**config.mk**
```make
export PLATFORM = sky130hd
export DESIGN_NAME = lfc_top
export DESIGN_NICKNAME = d
export VERILOG_FILES = /design/src/rtl/lfc_pkg.sv /design/src/rtl/lfc_eq_if.sv /design/src/rtl/lfc_top.sv /design/src/rtl/lfc_eq_event.sv
export SDC_FILE = /design/constraint.sdc
export NUM_CORES = 1
export LEC_CHECK = 0
export BUFFER_PORTS_ARGS = -buffer_cell sky130_fd_sc_hd__buf_2
export CAP_MARGIN = 20
export CELL_PAD_IN_SITES_DETAIL_PLACEMENT = 0
export CELL_PAD_IN_SITES_GLOBAL_PLACEMENT = 1
export CORE_MARGIN = 2
export CORE_UTILIZATION = 40
export CTS_CLUSTER_DIAMETER = 80
export DETAILED_ROUTE_END_ITERATION = 8
export PLACE_DENSITY_LB_ADDON = 0.05
export SYNTH_ARGS = -nofsm -noshare
export SYNTH_HDL_FRONTEND = slang
export SYNTH_SLANG_ARGS = --single-unit
export TNS_END_PERCENT = 1
```
**constraint.sdc**
```tcl
create_clock -name CLK -period 2 [get_ports CLK]
set_input_delay 0.3 -clock CLK [delete_from_list [all_inputs] [get_ports CLK]]
set_output_delay 0.3 -clock CLK [all_outputs]
set_load 0.02 [all_outputs]
```
**src/rtl/lfc_pkg.sv**
```systemverilog
// line front-end control: register map, field layout, reset values.
// assumes a byte-wide register port on the single 25 MHz master clock.
package lfc_pkg;
  // register offsets
  localparam logic [7:0] ADDR_IMP   = 8'h03;
  localparam logic [7:0] ADDR_TXPWR = 8'h05;
  localparam logic [7:0] ADDR_TXDRV = 8'h06;
  localparam logic [7:0] ADDR_EQ    = 8'h0B;
  localparam logic [7:0] ADDR_GAIN  = 8'h0C;
  localparam logic [7:0] ADDR_EDGE  = 8'h16;
  localparam logic [7:0] ADDR_LSTAT = 8'h17;
  localparam logic [7:0] ADDR_CABLE = 8'h18;
  localparam logic [7:0] ADDR_INTA  = 8'h19;
  localparam logic [7:0] ADDR_MODE  = 8'h1C;
  localparam logic [7:0] ADDR_MASK  = 8'h1D;
  // field positions
  localparam int TX_TERM_LSB = 0;
  localparam int RX_TERM_LSB = 3;
  localparam int TERM_EXT    = 2;
  localparam int SLICE_LSB   = 0;
  localparam int WIN_LSB     = 2;
  localparam int MG_LSB      = 4;
  localparam int T1_BIT      = 0;
  localparam int LH_BIT      = 1;
  localparam int SWRST_BIT   = 7;
  // reset values
  localparam logic [7:0] IMP_RST   = 8'h00;
  localparam logic [7:0] GAIN_RST  = 8'h08;
  localparam logic [7:0] CTRL_RST  = 8'h00;
  // timing and scaling
  localparam logic [7:0] HOLD_CYC  = 8'h10;
  localparam logic [8:0] WIN_BASE  = 9'h020;
  localparam logic [6:0] PCT_BASE  = 7'h28;
  localparam logic [6:0] PCT_STEP  = 7'h0A;
  // gain codes and impedance codes
  typedef enum logic [1:0] {
    GAIN_0 = 2'b00, GAIN_22 = 2'b01, GAIN_26 = 2'b10, GAIN_32 = 2'b11
  } lfc_gain_type;
  typedef enum logic [1:0] {
    TERM_75 = 2'b00, TERM_120 = 2'b01, TERM_100 = 2'b10, TERM_110 = 2'b11
  } lfc_term_type;
endpackage

```
**src/rtl/lfc_eq_if.sv**
```systemverilog
// carrier between the register side and the equalizer event logic.
// assumes both ends share the master clock.
`timescale 1ns/1ps
interface lfc_eq_if;
  logic range_flag;  // synchronised out-of-range status
  logic edge_sel;    // 1: both edges raise the event
  logic int_mask;    // 1: event may reach the interrupt
  logic rd_clear;    // read of the interrupt status register
  logic int_flag;    // sticky event flag
  logic irq;         // gated interrupt
  modport ctl (output range_flag, edge_sel, int_mask, rd_clear,
               input int_flag, irq);
  modport evt (input range_flag, edge_sel, int_mask, rd_clear,
               output int_flag, irq);
endinterface

```
**src/rtl/lfc_top.sv**
```systemverilog
// line front-end control: termination, driver high impedance, power
// down, monitor gain, equalizer, observation window, slicer routing.
// assumes a byte register port and pins asynchronous to CLK.
//
// Local design decision: the plain strobed port.
`timescale 1ns/1ps
// Summary of operation
// - tx termination: internal code or external
// - t1/j1 forces internal tx termination
// - hardware impedance pin and template pins
// - driver high-z bit tri-states tx pair
// - hardware high-z pin tri-states tx pair
// - other high-z causes: reset, clock loss
// - tx power-down bit powers down, tri-states
// - hardware power-down needs both pattern pins
// - rx termination: internal code or external
// - monitor gain 0, 22, 26, 32 dB
// - hardware monitor pin: 0 or 26 dB
// - loss of signal invalid in monitor mode
// - equalizer enable bit
// - equalizer out-of-range status flag
// - status edge sets interrupt flag
// - interrupt flag clears on read
// - observation window 32..256, default 128
// - cable attenuation readout, 2 dB steps
// - slicer threshold 40..70 percent
// - slicer to recovery or straight to rails
// - hardware haul pin picks short/long haul
module lfc_top #(
  parameter logic [7:0] HOLD = lfc_pkg::HOLD_CYC // hi-z cycles after reset
) (
  input  wire logic       CLK,                 // 25 MHz master clock
  input  wire logic       RST_N,               // async reset, low
  input  wire logic [7:0] ADDR,                // register address
  input  wire logic [7:0] WR_DATA,             // write data
  input  wire logic       WR_EN,               // write strobe
  input  wire logic       RD_EN,               // read strobe
  output logic      [7:0] RD_DATA,             // read data, next cycle
  input  wire logic       HW_MODE,             // pin: hardware control
  input  wire logic       TERM_PIN,            // pin: 1 internal match
  input  wire logic [3:0] PULSE_TEMPLATE_PINS, // pin: template select
  input  wire logic       DRIVER_HIZ_PIN,      // pin: tx high-z
  input  wire logic       PATTERN_PIN_HI,      // pin: pattern select 1
  input  wire logic       PATTERN_PIN_LO,      // pin: pattern select 0
  input  wire logic       MONITOR_GAIN_PIN,    // pin: 26 dB monitor
  input  wire logic       HAUL_SELECT_PIN,     // pin: 1 long haul
  input  wire logic       EQ_RANGE_IN,         // analog: out of range
  input  wire logic [4:0] CABLE_ATTEN_IN,      // analog: attenuation
  input  wire logic       SLICE_P_IN,          // analog: slicer mark +
  input  wire logic       SLICE_N_IN,          // analog: slicer mark -
  input  wire logic       CDR_BYPASS,          // recovery disabled
  input  wire logic       CDR_P,               // recovered positive
  input  wire logic       CDR_N,               // recovered negative
  input  wire logic       TX_CLOCK_LOST,       // tx clock missing
  input  wire logic       REMOTE_LOOPBACK,     // remote loopback on
  input  wire logic       PATTERN_BY_MCLK,     // pattern on master clock
  output logic            TX_LINE_PAIR_OE_N,   // 1: tx pair high-z
  output logic            TX_POWER_DOWN,       // tx path off
  output logic            TX_TERM_INTERNAL,    // tx internal match
  output logic      [1:0] TX_TERM_CODE,        // tx impedance code
  output logic            RX_TERM_INTERNAL,    // rx internal match
  output logic      [1:0] RX_TERM_CODE,        // rx impedance code
  output logic      [5:0] MONITOR_GAIN_DB,     // monitor boost in dB
  output logic            SIGNAL_LOSS_VALID,   // loss report usable
  output logic            EQUALIZER_ENABLE,    // equalizer running
  output logic      [8:0] OBSERVE_WINDOW,      // symbols per window
  output logic      [6:0] THRESHOLD_PCT,       // slicer threshold %
  output logic            LONG_HAUL,           // long haul receive
  output logic            RX_RAIL_P,           // rx positive rail
  output logic            RX_RAIL_N,           // rx negative rail
  output logic            IRQ                  // interrupt, high
);
  import lfc_pkg::*;
  localparam int NS = 19;

  logic [NS-1:0] pin_raw;
  logic [NS-1:0] sync1;
  logic [NS-1:0] sync2;
  logic [7:0] imp_select;
  logic [7:0] tx_power_ctrl;
  logic [7:0] tx_driver_ctrl;
  logic [7:0] rx_equalizer_ctrl;
  logic [7:0] rx_gain_threshold_ctrl;
  logic [7:0] int_edge_select;
  logic [7:0] line_mode_ctrl;
  logic [7:0] int_mask_ctrl;
  logic [7:0] hold_cnt;
  logic [7:0] next_rd;
  logic       hw, s_term, s_thz, s_phi, s_plo, s_monitor_gain_pin, s_haul;
  logic       s_range, s_slp, s_sln;
  logic [3:0] s_puls;
  logic [4:0] s_att;
  logic       t1_mode, sw_reset, tx_pd, drv_hiz, clk_loss_hiz;
  logic       next_hiz, next_tx_int, next_rx_int;
  logic [1:0] next_tx_code, next_rx_code;
  logic [1:0] gain_sel;
  lfc_term_type hw_code;
  lfc_eq_if   eq ();

  // every pin passes two flops before use
  assign pin_raw = {HW_MODE, TERM_PIN, PULSE_TEMPLATE_PINS,
                    DRIVER_HIZ_PIN, PATTERN_PIN_HI, PATTERN_PIN_LO,
                    MONITOR_GAIN_PIN, HAUL_SELECT_PIN, EQ_RANGE_IN,
                    CABLE_ATTEN_IN, SLICE_P_IN, SLICE_N_IN};
  genvar g;
  generate
    for (g = 0; g < NS; g++) begin : g_sync
      always_ff @(posedge CLK or negedge RST_N) begin
        if (!RST_N) begin
          sync1[g] <= 1'b0;
          sync2[g] <= 1'b0;
        end else begin
          sync1[g] <= pin_raw[g];
          sync2[g] <= sync1[g];
        end
      end
    end
  endgenerate
  assign {hw, s_term, s_puls, s_thz, s_phi, s_plo, s_monitor_gain_pin, s_haul,
          s_range, s_att, s_slp, s_sln} = sync2;

  // template pins map onto one impedance; long haul sets use 100 ohm
  function automatic lfc_term_type puls_to_term(input logic [3:0] p);
    case (p)
      4'h0:    puls_to_term = TERM_75;
      4'h1:    puls_to_term = TERM_120;
      4'h7:    puls_to_term = TERM_110;
      default: puls_to_term = TERM_100;
    endcase
  endfunction

  // monitor gain code to dB
  function automatic logic [5:0] gain_db(input logic [1:0] c);
    case (c)
      GAIN_22: gain_db = 6'h16;
      GAIN_26: gain_db = 6'h1A;
      GAIN_32: gain_db = 6'h20;
      default: gain_db = 6'h00;
    endcase
  endfunction

  assign sw_reset = WR_EN && ADDR == ADDR_MODE && WR_DATA[SWRST_BIT];
  assign t1_mode  = line_mode_ctrl[T1_BIT];
  assign hw_code  = puls_to_term(s_puls);

  // control registers; software reset restores defaults
  always_ff @(posedge CLK or negedge RST_N) begin
    if (!RST_N) begin
      imp_select             <= IMP_RST;
      tx_power_ctrl          <= CTRL_RST;
      tx_driver_ctrl         <= CTRL_RST;
      rx_equalizer_ctrl      <= CTRL_RST;
      rx_gain_threshold_ctrl <= GAIN_RST;
      int_edge_select        <= CTRL_RST;
      line_mode_ctrl         <= CTRL_RST;
      int_mask_ctrl          <= CTRL_RST;
    end else if (sw_reset) begin
      imp_select             <= IMP_RST;
      tx_power_ctrl          <= CTRL_RST;
      tx_driver_ctrl         <= CTRL_RST;
      rx_equalizer_ctrl      <= CTRL_RST;
      rx_gain_threshold_ctrl <= GAIN_RST;
      int_edge_select        <= CTRL_RST;
      line_mode_ctrl         <= CTRL_RST;
      int_mask_ctrl          <= CTRL_RST;
    end else if (WR_EN) begin
      case (ADDR)
        ADDR_IMP:   imp_select             <= WR_DATA;
        ADDR_TXPWR: tx_power_ctrl          <= WR_DATA;
        ADDR_TXDRV: tx_driver_ctrl         <= WR_DATA;
        ADDR_EQ:    rx_equalizer_ctrl      <= WR_DATA;
        ADDR_GAIN:  rx_gain_threshold_ctrl <= WR_DATA;
        ADDR_EDGE:  int_edge_select        <= WR_DATA;
        ADDR_MODE:  line_mode_ctrl         <= WR_DATA;
        ADDR_MASK:  int_mask_ctrl          <= WR_DATA;
        default:    ;
      endcase
    end
  end

  // drivers stay high-z for a while after any reset
  always_ff @(posedge CLK or negedge RST_N) begin
    if (!RST_N) begin
      hold_cnt <= 8'h00;
    end else if (sw_reset) begin
      hold_cnt <= 8'h00;
    end else if (hold_cnt != HOLD) begin
      hold_cnt <= hold_cnt + 8'h01;
    end
  end

  // power down and high-z sources, pins win in hardware mode
  assign tx_pd   = hw ? (s_phi & s_plo)
                      : tx_power_ctrl[0];
  assign drv_hiz = hw ? s_thz
                      : tx_driver_ctrl[0];
  assign clk_loss_hiz = TX_CLOCK_LOST & ~REMOTE_LOOPBACK &
                        ~PATTERN_BY_MCLK;
  assign next_hiz = drv_hiz | tx_pd | clk_loss_hiz | sw_reset |
                    (hold_cnt != HOLD);

  // termination choice for both directions
  always_comb begin
    if (hw) begin
      next_rx_int  = s_term;
      next_rx_code = hw_code;
      next_tx_int  = s_term | t1_mode;
      next_tx_code = hw_code;
    end else begin
      next_rx_int  = ~imp_select[RX_TERM_LSB+TERM_EXT];
      next_rx_code = imp_select[RX_TERM_LSB +: 2];
      next_tx_int  = ~imp_select[TX_TERM_LSB+TERM_EXT] |
                     t1_mode;
      next_tx_code = imp_select[TX_TERM_LSB +: 2];
    end
  end

  assign gain_sel = hw ? (s_monitor_gain_pin ? GAIN_26 : GAIN_0)
                       : rx_gain_threshold_ctrl[MG_LSB +: 2];

  // registered control outputs; tx circuits keep running under high-z
  always_ff @(posedge CLK or negedge RST_N) begin
    if (!RST_N) begin
      TX_LINE_PAIR_OE_N <= 1'b1;
      TX_POWER_DOWN     <= 1'b0;
      TX_TERM_INTERNAL  <= 1'b1;
      TX_TERM_CODE      <= 2'b00;
      RX_TERM_INTERNAL  <= 1'b1;
      RX_TERM_CODE      <= 2'b00;
    end else begin
      TX_LINE_PAIR_OE_N <= next_hiz;
      TX_POWER_DOWN     <= tx_pd;
      TX_TERM_INTERNAL  <= next_tx_int;
      TX_TERM_CODE      <= next_tx_code;
      RX_TERM_INTERNAL  <= next_rx_int;
      RX_TERM_CODE      <= next_rx_code;
    end
  end

  // receive path settings
  always_ff @(posedge CLK or negedge RST_N) begin
    if (!RST_N) begin
      MONITOR_GAIN_DB   <= 6'h00;
      SIGNAL_LOSS_VALID <= 1'b1;
      EQUALIZER_ENABLE  <= 1'b0;
      OBSERVE_WINDOW    <= WIN_BASE;
      THRESHOLD_PCT     <= PCT_BASE;
      LONG_HAUL         <= 1'b0;
    end else begin
      MONITOR_GAIN_DB   <= gain_db(gain_sel);
      SIGNAL_LOSS_VALID <= gain_sel == GAIN_0;
      EQUALIZER_ENABLE  <= rx_equalizer_ctrl[0];
      OBSERVE_WINDOW    <= WIN_BASE <<
        rx_gain_threshold_ctrl[WIN_LSB +: 2];
      THRESHOLD_PCT     <= PCT_BASE + PCT_STEP *
        {5'h00, rx_gain_threshold_ctrl[SLICE_LSB +: 2]};
      LONG_HAUL         <= hw ? s_haul
                              : line_mode_ctrl[LH_BIT];
    end
  end

  // slicer straight to rails when recovery is bypassed
  always_ff @(posedge CLK or negedge RST_N) begin
    if (!RST_N) begin
      RX_RAIL_P <= 1'b0;
      RX_RAIL_N <= 1'b0;
    end else begin
      RX_RAIL_P <= CDR_BYPASS ? s_slp : CDR_P;
      RX_RAIL_N <= CDR_BYPASS ? s_sln : CDR_N;
    end
  end

  // equalizer event logic lives in its own module
  assign eq.range_flag = s_range;
  assign eq.edge_sel   = int_edge_select[0];
  assign eq.int_mask   = int_mask_ctrl[0];
  assign eq.rd_clear   = RD_EN && ADDR == ADDR_INTA;
  assign IRQ           = eq.irq;

  lfc_eq_event u_evt (
    .clk   (CLK),
    .rst_n (RST_N),
    .eq    (eq.evt)
  );

  // read mux; unmapped offsets read zero
  always_comb begin
    case (ADDR)
      ADDR_IMP:   next_rd = imp_select;
      ADDR_TXPWR: next_rd = tx_power_ctrl;
      ADDR_TXDRV: next_rd = tx_driver_ctrl;
      ADDR_EQ:    next_rd = rx_equalizer_ctrl;
      ADDR_GAIN:  next_rd = rx_gain_threshold_ctrl;
      ADDR_EDGE:  next_rd = int_edge_select;
      ADDR_LSTAT: next_rd = {7'h00, s_range};
      ADDR_CABLE: next_rd = {3'h0, s_att};
      ADDR_INTA:  next_rd = {7'h00, eq.int_flag};
      ADDR_MODE:  next_rd = {1'b0, line_mode_ctrl[6:0]};
      ADDR_MASK:  next_rd = int_mask_ctrl;
      default:    next_rd = 8'h00;
    endcase
  end

  // read data stand only in the cycle after the strobe
  always_ff @(posedge CLK or negedge RST_N) begin
    if (!RST_N) begin
      RD_DATA <= 8'h00;
    end else if (RD_EN) begin
      RD_DATA <= next_rd;
    end else begin
      RD_DATA <= 8'h00;
    end
  end
endmodule

```
**src/rtl/lfc_eq_event.sv**
```systemverilog
// equalizer status edge detector with a read-to-clear flag.
// assumes range_flag is already synchronised to CLK.
`timescale 1ns/1ps
module lfc_eq_event (
  input  wire logic clk,   // master clock
  input  wire logic rst_n, // async reset, low
  lfc_eq_if.evt     eq     // status and flag carrier
);
  import lfc_pkg::*;
  logic prev;
  logic event_hit;

  // rise always counts, fall only with both-edge select
  assign event_hit = (eq.range_flag & ~prev) |
                     (eq.edge_sel & ~eq.range_flag & prev);

  // previous status for edge detection
  always_ff @(posedge clk or negedge rst_n) begin
    if (!rst_n) begin
      prev <= 1'b0;
    end else begin
      prev <= eq.range_flag;
    end
  end

  // set wins over the read clear so no edge is lost
  always_ff @(posedge clk or negedge rst_n) begin
    if (!rst_n) begin
      eq.int_flag <= 1'b0;
    end else if (event_hit) begin
      eq.int_flag <= 1'b1;
    end else if (eq.rd_clear) begin
      eq.int_flag <= 1'b0;
    end
  end

  assign eq.irq = eq.int_flag & eq.int_mask;
endmodule

```
* Word-level counts from Yosys, hierarchy flattened
Cells that the tools add are included.
** Word-level totals
- Register bits :: 154
- Logic and storage cells :: 172
** Operators by class
- Add/sub/neg operators :: 2
- Shifts and indexed selects :: 1
- Multipliers :: 1
- Equality and inequality tests :: 17
- Bitwise gates (word level) :: 20
- Multiplexer cells :: 43
- Reduce and logical (&&, ||, !) cells :: 24
** Operators with widths (count)
- two-way mux 8 bit :: 24
- case mux 8 bit (11 select lines) :: 1
- equality test 8 x 5 -> 1 bit, second input constant :: 6
- nonzero test 2 bit :: 11
- two-way mux 7 bit :: 3
- case mux 6 bit (3 select lines) :: 1
- equality test 8 x 3 -> 1 bit, second input constant :: 2
- equality test 8 x 4 -> 1 bit, second input constant :: 2
- AND reduction 2 bit :: 8
- two-way mux 1 bit :: 9
- left shift 6 x 2 -> 9 bit, first input constant :: 1
- adder 8 x 1 -> 8 bit, second input constant :: 1
- equality test 8 x 2 -> 1 bit, second input constant :: 1
- two-way mux 2 bit :: 4
- inequality test 8 x 5 -> 1 bit, second input constant :: 1
- adder 6 x 6 -> 7 bit, first input constant :: 1
- AND 1 bit :: 7
- OR 1 bit :: 7
- NOT 1 bit :: 6
- case mux 2 bit (3 select lines) :: 1
- multiplier 3 x 2 -> 5 bit, first input constant :: 1
- equality test 2 bit, second input constant :: 2
- equality test 4 x 1 -> 1 bit, second input constant :: 1
- equality test 4 x 3 -> 1 bit, second input constant :: 1
- 4 further kinds :: 6

* Depth between registers and ports, before layout
Gate-level depths: netlist of run 1.
- Word-level depth :: 6
- Mapped depth :: 6
- Mapped depth without buffers :: 6

* Hierarchy
Synthesis of run 1 repeated with hierarchy kept, for this count alone.
** Second synthesis, totals
- Cell total of the unflattened synthesis :: 512
- Area total of the unflattened synthesis :: 6143.4 um^2
** Modules (own cells, without submodules)
- lfc_top :: instances 1, area an instance 6057.1 um^2, cells an instance 505
- lfc_eq_event :: instances 1, area an instance 86.3 um^2, cells an instance 7

* Worst setup path before layout of run 1
OpenSTA, ideal clock, no wires.
- Path kind :: register to register
- From :: reg hold_cnt[0]
- To :: reg TX_LINE_PAIR_OE_N
- Cell stages (with the launch flop) :: 6
- Setup time :: 0.094 ns
- Arrival time :: 1.441 ns
- Path slack :: 0.465 ns
- Required time :: 1.906 ns
- Path buffers :: 0
- Period minus slack after synthesis :: 1.535 ns
- Cell sequence :: dfrtp_1 -> inv_1 -> ha_1 -> nor4b_1 -> nand3_1 -> or4_1
** Between the ends
- Cells in the longest elaborated chain, start to end :: 2
** Ends and longest elaborated chain
- from (decl) :: RTL line lfc_top.sv:87 : logic [7:0] hold_cnt;
- from (signal assigned) :: RTL line lfc_top.sv:188 : hold_cnt <= hold_cnt + 8'h01;
- inequality test 8 x 5 -> 1 bit :: RTL line lfc_top.sv:200 : (hold_cnt != HOLD);
- OR 1 bit :: RTL line lfc_top.sv:199 : assign next_hiz = drv_hiz | tx_pd | clk_loss_hiz | sw_reset |
- net next_hiz :: RTL line lfc_top.sv:94 : logic next_hiz, next_tx_int, next_rx_int;
- to (signal assigned) :: RTL line lfc_top.sv:231 : TX_LINE_PAIR_OE_N <= next_hiz;
- to (decl) :: RTL line lfc_top.sv:57 : output logic TX_LINE_PAIR_OE_N,
The timed path passes the listed nets, and every way through them passes these cells.
A chain may end at the register's enable or synchronous reset.

* Worst setup path after layout of run 1
Ends and elaborated chain as after synthesis.

==> metrics.md, run 1 <==
| Metric | Value |
|---|---|
| Period utilisation layout | a little under nine tenths |
| GRT Util Overall | 19.5% |
| Clock Tree Root | clkbuf_16 |
| Htree depth | 4 |
| Crit path to | TX_LINE_PAIR_OE_N$_DFF_PN1_ |
| Post-layout min period | about 1.7 ns |
| Die area | 16,700 µm² |
| Startpoint type of the worst setup path | register |
| Area grow syn2layout | 24.7% |
| Non-filler cells, final | 860 |
| ANT cells | 0 |
| Final WS setup | 0.296 ns |
| CP peak stage delay | 0.54 ns |
| Worst Path Required | 2.33 ns |
| Post-synth top area cell | dfrtp_1 |
| Critical Setup Path Class | reg -> reg |
| Number of placed instances, taps included | 808 |
| Grt ovf | 0 |
| CTS Sinks | about 150 |
| Post-synth ARST share | 100% |
| Number of port buffers | 81 |
| DRC | 0 |
| Clock Skews | 0.00974 ns |
| Critical R2R Capture | TX_LINE_PAIR_OE_N$_DFF_PN1_ |
| Slowest CP cell | or4_1 |
| Register area share after synthesis | 58.3% |
| Critical path launch point | hold_cnt[0]$_DFFE_PN0P_ |
| DP Area | 7030 µm² |
| Vias in the first global route | 4,336 |
| PostCTS Resize Cnt | 0 |
| Setup TNS | 0 ns |
| CP Data Arrival Time | 2.04 ns |
| Layout cell share with drive strength beyond 1 | roughly 28% |
| Complex-gate fraction of the synthesized area | 7.31% |
| Final Max Tran Viols | 0 |
| Status | finished, final reports clean |
| Top cell type's share of synthesized area | 55.0% |
| Initial DRC count | 211 |
| PnR Total Power | 7.29 mW |
| Worst R2R Start | hold_cnt[0]$_DFFE_PN0P_ |
| Clock-pin slew of the registers on the worst-case setup and hold paths | 0.06 ns |
| Die width | 129 µm |
| Io pins | slightly below 90 |
| DRT Pass-1 Iters | 5 |
| Initial antenna violation count | 0 |
| Synth Area in XOR/XNOR | less than 1% |
| Largest family of logic cells by synthesized area | simple AND/OR/NAND/NOR gates |
| Reg2Reg Depth | 5 |
| Hold_buf cts | 20 |
| Avg WL per Cell | 17.7 µm |
| Yosys reg bits | 146 |
| DP HPWL | 10,800 µm |
| Worst-Margin Slew | 0.545 ns |
| Final Util | between 50% and 60% |
| CTS tree | yes |
| Yosys cell types | 61 |
| Placeable Area | ~15,000 µm² |
| Chip height | ~130 µm |
| Reg2reg setup slack | 0.30 ns |
| # rows | 45 |
| Clock buffer count from CTS | 17 |
| Max cap viols | 0 |
| CTS max path bufs | 2 |
| Worst hold start | CDR_P |
| Post-synth EDFFs | 0 |
| GPL Wtd Cong | 0.840 |
| Max FO, Critical Path | 4 |
| PwrDens | 930 nW/µm² |
| CP cell instances | inv_1, ha_1, nor4b_1, nand3_1, or4_1 |
| WL final | 15,200 µm |
| Post-CTS Setup Inserts | 0 |
| P_leak | a little over 4 nW |
| VDD IR max | between 0.0007 and 0.0008 V |
| Syn. warnings | 0 |
| RSZ-0062 raised after global routing | no |
| Syn Area/Cell | around 12 µm² |
| First-pass GRT wire length | 24,200 µm |
| Critical Path End Type | register |
| Hold WC Path Type | in -> reg |
| Adder-cell area share of the yosys netlist | 1.39% |
| Final hold vios | 0 |
| Clock latency on the worst-skew pair | 0.42 ns |
| Fin area | 7830 µm² |
| Setup WS pre-CTS | -0.00697 ns |
| Pin count of the biggest net entering global routing | 55 |
| Max Fclk | ~590 MHz |
| DRT antenna net count | 0 |
| Final setup violation count | 0 |
| Max_slew headroom | 63.7% |
| Initial Util | 41.1% |
| Min Hold Slack | ~0.11 ns |
| Post-Syn Instances | ~520 |
| Top cells by area, synth | dfrtp_1 (55%), mux2i_1 (9.7%), nor2_1 (4.3%) |
| Mux cell area share after synthesis | 11.3% |
| Main synth FF type | dfrtp_1 |
| Via density per instance | 5.00 |
| Via Count | 4,301 |
| Simple-Gate Fraction of Synth Area | 15.5% |
| Final net count | 688 |
| Netlist Area Pre-Place | 6280 µm² |
==> routing by layer <==
layer / wire length (µm) / global-route usage, % / up-vias
met2: 7210 / 30.7 / 112
li1: - / - / 2025
met5: 0 / 0 / -
met1: 7130 / 27.0 / 2148
met3: 675 / 4.38 / 16
met4: 195 / 6.27 / 0
==> kinds of logic after synthesis <==
kind of cell	after synthesis
AO/OA/AOI/OAI	66
XOR/XNOR	7
AND/OR/NAND/NOR	167
adder cells (fa/ha/maj)	7
other	1
buffers and inverters	52
multiplexers	70
flip-flops	146
==> flip-flops by register name, indices dropped and copies added, names as in the netlist, 4 cells and up <==
register	cells
MONITOR_GAIN_DB	4
OBSERVE_WINDOW	4
RD_DATA	8
THRESHOLD_PCT	6
hold_cnt	8
imp_select	8
int_edge_select	8
int_mask_ctrl	8
line_mode_ctrl	7
rx_equalizer_ctrl	8
rx_gain_threshold_ctrl	8
s_att	5
s_puls	4
sync1	19
tx_driver_ctrl	8
tx_power_ctrl	8
==> final cells by class <==
| class | instances | area, µm² |
|---|---|---|
| fill | 1373 | 7430 |
| multi-input combinational | 324 | 2320 |
| tap | 211 | 264 |
| clock buffer | 22 | 454 |
| inverter | 11 | 41.3 |
| clock inverter | 10 | 150 |
| sequential | 146 | 3660 |
| timing repair buffer | 136 | 937 |
==> cell usage after synthesis, drive strengths merged, types with 2 or more instances <==
cell type and count:
nand3 14, dfrtp 138, nand4 2, nor2 73
a22o 9, and4bb 4, nand4b 4, and4b 3
nor4b 2, a22oi 2, o21ai 22, dfstp 8
and3 4, buf 30, a31oi 3, mux2i 61
xor2 4, o211ai 2, and2b 5, xnor2 3
a32oi 5, a222oi 3, and3b 5, nor4bb 4
a41oi 2, clkbuf 11, ha 7, nor2b 9
a21oi 8, nand2b 4, a21o 2, nor3b 2
nand2 22, a31o 2, and2 3, mux2 9
inv 10
==> how the worst min path moves through the flow <==
stage	end	slack [ns]	depth (start not counted)
2_1_floorplan	EQUALIZER_ENABLE$_DFF_PN0_	0.004	0
3_3_place_gp	rx_gain_threshold_ctrl[2]$_DFFE_PN0P_	0.29	1
3_5_place_dp	THRESHOLD_PCT[1]$_DFF_PN0_	0.30	1
4_1_cts	RX_RAIL_P$_DFF_PN0_	0.10	2
5_1_grt	RX_RAIL_N$_DFF_PN0_	0.1	2
6_report	RX_RAIL_P$_DFF_PN0_	0.11	2
==> placed cells by master, fill, tap and decap left out, drive strengths merged, types with 5 or more instances in the layout <==
master       synthesis  final
a32oi                5      5
dfrtp              138    138
and3b                5      5
clkbuf              11     22
mux2                 9      9
a21oi                8      8
dfstp                8      8
nor2                73     73
nand2               22     22
inv                 10     14
dlygate4sd3          0     20
ha                   7      7
nor2b                9      9
conb                 1      7
and2b                5      5
buf                 30    116
mux2i               61     61
nand3               14     14
a22o                 9      9
o21ai               22     22
==> where the power goes <==
group	switching (mW)	leakage, nW	internal (mW)
Clock	1.23	0.296	2.02
Combinational	0.400	1.98	0.313
Sequential	0.158	1.88	3.17
==> worst max-delay path, delay by kind of cell, from the launching register on <==
kind          cells  cell delay [ns]
flops             1             0.42
fa+ha+maj         1             0.13
simple gates      3             0.99
buf+inv           1             0.07
No activity file was read; power rests on OpenSTA's default activity.
==> inputs of run 2 (changes only) <==
--- a/config.mk
+++ b/config.mk
@@ -5,6 +5,7 @@
 export SDC_FILE = /design/constraint.sdc
 export NUM_CORES = 1
 export LEC_CHECK = 0
+export ABC_AREA = 1
 export BUFFER_PORTS_ARGS = -buffer_cell sky130_fd_sc_hd__buf_2
 export CAP_MARGIN = 20
 export CELL_PAD_IN_SITES_DETAIL_PLACEMENT = 0
==> constraint.sdc (replaced) <==
create_clock -name CLK -period 2 [get_ports CLK]
set_input_delay 0.3 -clock CLK [delete_from_list [all_inputs] [get_ports CLK]]
set_output_delay 0.3 -clock CLK [all_outputs]
set_load 0.01 [all_outputs]
==> run 2 against run 1 <==
Flip-flop and latch count is the same. Total power grew 0.49%. Largest cell class unchanged. Count of clock-buffer cells in the layout shrank 3. Largest power group is now clock.
==> metrics.md, run 2 <==
| Metric | Value |
|---|---|
| Reg2reg setup slack | 0.50 ns |
| Main synth FF type | dfrtp_1 |
| GPL Wtd Cong | about 0.84 |
| Worst path top cell family by delay | simple AND/OR/NAND/NOR gates |
| Layout cell share with drive strength beyond 1 | 22.5% |
| DRT antenna net count | 0 |
| Post-layout min period | 1.50 ns |
| Post-synth top area cell | dfrtp_1 |
| Final WS setup | about 0.50 ns |
| P_leak | 3.99 nW |
| Initial Util | around two fifths |
| Initial DRC count | 306 |
| Max reg flops | 19 |
| Clock buffer count from CTS | 17 |
| Via Count | 4,696 |
| Period utilisation layout | 74.8% |
| Clock-pin slew of the registers on the worst-case setup and hold paths | around 0.060 ns |
| Final hold vios | 0 |
| Hold WC Path Type | in -> reg |
| Number of placed instances, taps included | 930 |
| Area grow syn2layout | 26.4% |
| Post-synth EDFFs | 0 |
| Final net count | between 800 and 900 |
| GRT Util Overall | between 20% and 30% |
| Die width | ~130 µm |
| Startpoint type of the worst setup path | register |
| Final setup violation count | 0 |
| DRC | 0 |
| Hold Crit Endpoint | TX_LINE_PAIR_OE_N$_DFF_PN1_ |
| Non-filler cells, final | 981 |
| Vias in the first global route | 4,682 |
| Critical R2R Capture | hold_cnt[1]$_DFFE_PN0P_ |
| Fillers | around 1,400 |
| Max cap viols | 0 |
| Initial antenna violation count | 0 |
| DP HPWL | approximately 11,000 µm |
| Status | finished, final reports clean |
| Yosys cell types | 30 |
| Max FO, Critical Path | 4 |
| Hold_buf cts | 20 |
| Io pins | 89 |
| Leading cell type in the layout, fill and taps excluded | nand2_1 |
| Most frequent cells in the layout | nand2_1 (237), dfrtp_1 (138), buf_2 (80), nand3_1 (68), inv_1 (51) |
| Top cell type's share of synthesized area | between 50% and 60% |
| Syn Area/Cell | slightly above 9 µm² |
| CP peak stage delay | 0.40 ns |
| Pin count of the biggest net entering global routing | 50 |
| Post-CTS Setup Inserts | 0 |
| GR met1 Demand/Resource | between 20% and 30% |
| Final Max Tran Viols | 0 |
| Worst R2R Start | hold_cnt[2]$_DFFE_PN0P_ |
| Synth cell count leaders | nand2_1 (237), dfrtp_1 (138), nand3_1 (68), inv_1 (51), nor2_1 (40) |
| Avg WL per Cell | roughly 16 µm |
| Placeable Area | 14,600 µm² |
| CTS max path bufs | 2 |
| Worst hold start | REMOTE_LOOPBACK |
| Most flops, register | sync1 |
| Register area share after synthesis | 61.2% |
| VDD IR max | 0.000664 V |
| Htree depth | 4 |
| CP cell instances | or2_2, nor3_1, inv_1, nand2_1, o21ai_0, nand2_1, inv_1 |
| Syn. warnings | 0 |
| Top cells by area, synth | dfrtp_1 (58%), nand2_1 (15%), nand3_1 (5.7%) |
| Setup WS pre-CTS | approximately 0.25 ns |
| Post-synth ARST share | 100% |
| ANT cells | 0 |
| Area of the multi-input gates | 1990 µm² |
| Grt ovf | 0 |
| # rows | 44 |
| CP Data Arrival Time | approximately 1.8 ns |
| Setup TNS | 0 ns |
| Critical Setup Path Class | reg -> reg |
| Via density per instance | 4.79 |
| Critical Path End Type | register |
| RSZ-0062 raised after global routing | no |
| CTS Sinks | around 150 |
| GR peak layer | met2 |
| Hold path cells | 2 |
| PostCTS Resize Cnt | 0 |
| Reg2Reg Depth | 7 |
| Clock Tree Root | clkbuf_16 |
| First-pass GRT wire length | 25,400 µm |
| WL final | 15,900 µm |
| FF/Latch Area | 3660 µm² |
| PwrDens | approximately 970 nW/µm² |
| Netlist Area Pre-Place | between 5000 and 6000 µm² |
| CTS tree | yes |
| Max Fclk | 668 MHz |
| Post-Syn Instances | 655 |
| Yosys reg bits | 146 |
| Met2 Use GR | 34.0% |
| Fin area | 7570 µm² |
| Final Util | 51.9% |
| DRT Pass-1 Iters | 5 |
| Clock Skews | 0.0113 ns |
| Clock latency on the worst-skew pair | 0.43 ns |
| Die area | 16,000 µm² |
| Met3 usage | 5.23% |
| Worst Path Required | 2.32 ns |
| Number of port buffers | 81 |
| Chip height | 126 µm |
| Crit path buffers/inverters | 2 |
| DP Area | 6750 µm² |
| Count leader, synth | nand2_1 |
| Slowest CP cell | dfrtp_1 |
## run 2: final cells by class
class                           instances  area share (%)
Clock buffer                           19            5.72
Clock inverter                         12            2.43
Inverter                               58            2.91
Multi-Input combinational cell        436            26.2
Sequential cell                       146            48.4
Tap cell                              184            3.04
Timing Repair Buffer                  126            11.2
## run 2: worst max path at each step
stage	start	end	slack, ns	cells after the start
after global placement	ADDR[6]	rx_gain_threshold_ctrl[3]$_DFFE_PN1P_	0.24	10
final	hold_cnt[2]$_DFFE_PN0P_	hold_cnt[1]$_DFFE_PN0P_	0.50	7
after floorplan	ADDR[6]	tx_power_ctrl[5]$_DFFE_PN0P_	0.62	11
after global routing	hold_cnt[0]$_DFFE_PN0P_	hold_cnt[1]$_DFFE_PN0P_	0.24	8
after detailed placement	ADDR[0]	imp_select[7]$_DFFE_PN0P_	0.25	10
after CTS	hold_cnt[2]$_DFFE_PN0P_	hold_cnt[1]$_DFFE_PN0P_	0.48	7
## run 2: power breakdown
group	internal (mW)	leakage [nW]	switching, mW
clock	2.08	0.282	1.25
combinational	0.260	1.84	0.398
sequential	3.19	1.86	0.138
## run 2: logic make-up after synthesis
kind of cell	after synthesis	synth area share, %
AO/OA/AOI/OAI	46	4.56
adder cells (fa/ha/maj)	7	1.46
buffers and inverters	79	6.02
flip-flops	146	61.2
multiplexers	3	0.564
other	1	0.0626
AND/OR/NAND/NOR	373	26.1
## run 2: metal layers
| layer | up-vias | part of all wire (%) | wire length, µm |
|---|---|---|---|
| li1 | 2309 | - | - |
| met1 | 2242 | 45 | 7130 |
| met2 | 125 | 48 | 7690 |
| met3 | 20 | 4.9 | 787 |
| met4 | 0 | 1.9 | 295 |
| met5 | - | 0 | 0 |
## run 2: metrics by stage
stage / hold WS [ns] / power (mW)
2_1_floorplan: 0.00441 / 3.71
3_3_place_gp: 0.276 / 4.00
3_5_place_dp: 0.281 / 4.01
4_1_cts: 0.0651 / 7.40
5_1_grt: 0.0840 / 7.65
6_report: 0.0834 / 7.32
==> inputs of run 3 (changes only) <==
--- a/config.mk
+++ b/config.mk
@@ -5,7 +5,7 @@
 export SDC_FILE = /design/constraint.sdc
 export NUM_CORES = 1
 export LEC_CHECK = 0
-export ABC_AREA = 1
+export ABC_AREA = 0
 export BUFFER_PORTS_ARGS = -buffer_cell sky130_fd_sc_hd__buf_2
 export CAP_MARGIN = 20
 export CELL_PAD_IN_SITES_DETAIL_PLACEMENT = 0
==> constraint.sdc (replaced) <==
create_clock -name CLK -period 1.4 [get_ports CLK]
set_input_delay 0.21 -clock CLK [delete_from_list [all_inputs] [get_ports CLK]]
set_output_delay 0.21 -clock CLK [all_outputs]
set_load 0.01 [all_outputs]
==> run 3 against run 2 <==
First-iteration DRC count down 18%. Combinational power increased by 85%. Largest power group is now registers. Cell count down 8.1%. Critical path depth fell by 2. Via count decreased by 4.7%. Largest cell class unchanged. The run now ends with setup timing left.
==> metrics.md, run 3 (same netlist as run 1, synthesis figures left out) <==
| Metric | Value |
|---|---|
| Status | finished with violations |
| Failing checks | setup timing |
| VDD IR max | 0.000819 V |
| Seq pwr share | 44.4% |
| GRT Util Overall | 20.4% |
| CP Data Arrival Time | about 1.8 ns |
| Max Fclk | 698 MHz |
| Number of port buffers | 81 |
| Clock power frac | 44.2% |
| First-pass GRT wire length | 25,400 µm |
| DRT Pass-1 Iters | 4 |
| Clock-pin slew of the registers on the worst-case setup and hold paths | 0.06 ns |
| Combinational power share | 11.4% |
| Period utilisation layout | 102% |
| CTS Sinks | 146 |
| Max FO, Critical Path | 2 |
| Internal | 8.01 mW |
| Critical Path End Type | register |
| Most frequent cells in the layout | dfrtp_1 (137), buf_2 (80), nor2_1 (72), buf_4 (67), mux2i_1 (60) |
| CTS tree | yes |
| Clock buffer count from CTS | 17 |
| WL final | 15,600 µm |
| Final Max Tran Viols | 0 |
| DRC | 0 |
| Final net count | 730 |
| P_leak | 4.39 nW |
| Io pins | 89 |
| Clock Skews | 0.0108 ns |
| RSZ-0062 raised after global routing | yes |
| Startpoint type of the worst setup path | register |
| ANT cells | 0 |
| Pin count of the biggest net entering global routing | 40 |
| Leading cell type in the layout, fill and taps excluded | dfrtp_1 |
| Reg2reg setup slack | -0.03 ns |
| Initial Util | between 40% and 50% |
| Max reg flops | 19 |
| Fin area | 8270 µm² |
| Avg WL per Cell | ~17 µm |
| DRT antenna net count | 0 |
| Clock Tree Root | clkbuf_16 |
| Die width | 129 µm |
| CP peak stage delay | 0.41 ns |
| Placeable Area | 15,300 µm² |
| Vias in the first global route | 4,638 |
| Grt ovf | 0 |
| Via Count | 4,475 |
| DP HPWL | 11,300 µm |
| Worst path top cell family by delay | simple AND/OR/NAND/NOR gates |
| Area grow syn2layout | 31.8% |
| Post-layout min period | 1.43 ns |
| Non-filler cells, final | 902 |
| Hold WC Path Type | in -> reg |
| Max cap viols | 0 |
| CP cell instances | inv_1, ha_2, nor4b_4, nand3_1, or4_1 |
| Initial antenna violation count | 0 |
| Final Util | 54.2% |
| Worst Path Required | 1.73 ns |
| Crit path buffers/inverters | 1 |
| Clock latency on the worst-skew pair | 0.43 ns |
| PwrDens | 1290 nW/µm² |
| Htree depth | 4 |
| Final hold vios | 0 |
| Number of placed instances, taps included | 849 |
| Slowest CP cell | or4_1 |
| Final WS setup | -0.0326 ns |
| Via density per instance | 4.96 |
| Initial DRC count | 252 |
| CTS max path bufs | 2 |
| PnR Total Power | 10.7 mW |
| Most flops, register | sync1 |
| Layout cell share with drive strength beyond 1 | 33.4% |
| # rows | 45 |
| GPL Wtd Cong | 0.811 |
| Die area | roughly 17,000 µm² |
| Switch share | 24.9% |
| Critical Setup Path Class | reg -> reg |
| DP Area | between 7000 and 8000 µm² |
| Final setup violation count | 2 |
| Psw | 2.65 mW |
| Chip height | 129 µm |
run 3: through the flow:
step                      worst slack, ns  setup TNS [ns]  hold slack (ns)
after global placement             -0.344           -9.64            0.152
after detailed placement           -0.456          -11.41            0.155
after CTS                         -0.0317         -0.0455           0.0109
after global routing               -0.117          -0.497           0.0220
after floorplan                  -0.00661        -0.00661          -0.0856
final                             -0.0326         -0.0371           0.0256
run 3: worst paths after layout:
check / from / depth (start not counted) / endpoint
min in group asynchronous: RST_N / 2 / OBSERVE_WINDOW[8]$_DFF_PN0_
setup / recovery: hold_cnt[1]$_DFFE_PN0P_ / 5 / TX_LINE_PAIR_OE_N$_DFF_PN1_
hold reg to reg: sync1[6]$_DFF_PN0_ / 0 / s_att[4]$_DFF_PN0_
max in group asynchronous: RST_N / 3 / TX_TERM_INTERNAL$_DFF_PN1_
hold / removal: CDR_N / 2 / RX_RAIL_N$_DFF_PN0_
setup reg to reg: hold_cnt[1]$_DFFE_PN0P_ / 5 / TX_LINE_PAIR_OE_N$_DFF_PN1_
run 3: cell type report:
| class | instances | area [µm²] |
|---|---|---|
| Fill cell | 1326 | 6980 |
| Sequential cell | 146 | 3660 |
| Multi-Input combinational cell | 324 | 2370 |
| Timing Repair Buffer | 178 | 1320 |
| Clock buffer | 19 | 443 |
| Tap cell | 211 | 264 |
| Clock inverter | 13 | 175 |
| Inverter | 11 | 41.3 |
run 3: routing by layer:
metal	up-vias	track usage (%)	share of wire [%]
li1	2110	-	-
met1	2233	27.6	47
met2	108	31.9	47
met3	24	5.08	3.9
met4	0	7.54	2.4
met5	-	0	0
run 3: power by group through the flow:
stage | Combinational (mW) | Sequential [mW] | Clock, mW
after CTS | 1.21 | 4.72 | 4.82
after global routing | 1.37 | 4.76 | 5.00
after floorplan | 0.589 | 4.77 | 0
after detailed placement | 1.14 | 4.79 | 0
final | 1.22 | 4.73 | 4.71
after global placement | 1.11 | 4.77 | 0
run 3: repair_timing:
action,in CTS,in global routing
hold buffers,20,0
gates cloned,0,0
endpoints found under the hold margin,51,0
gates resized for setup,3,5
buffers inserted,0,1
pin swaps,0,1
setup endpoints to repair,5,11
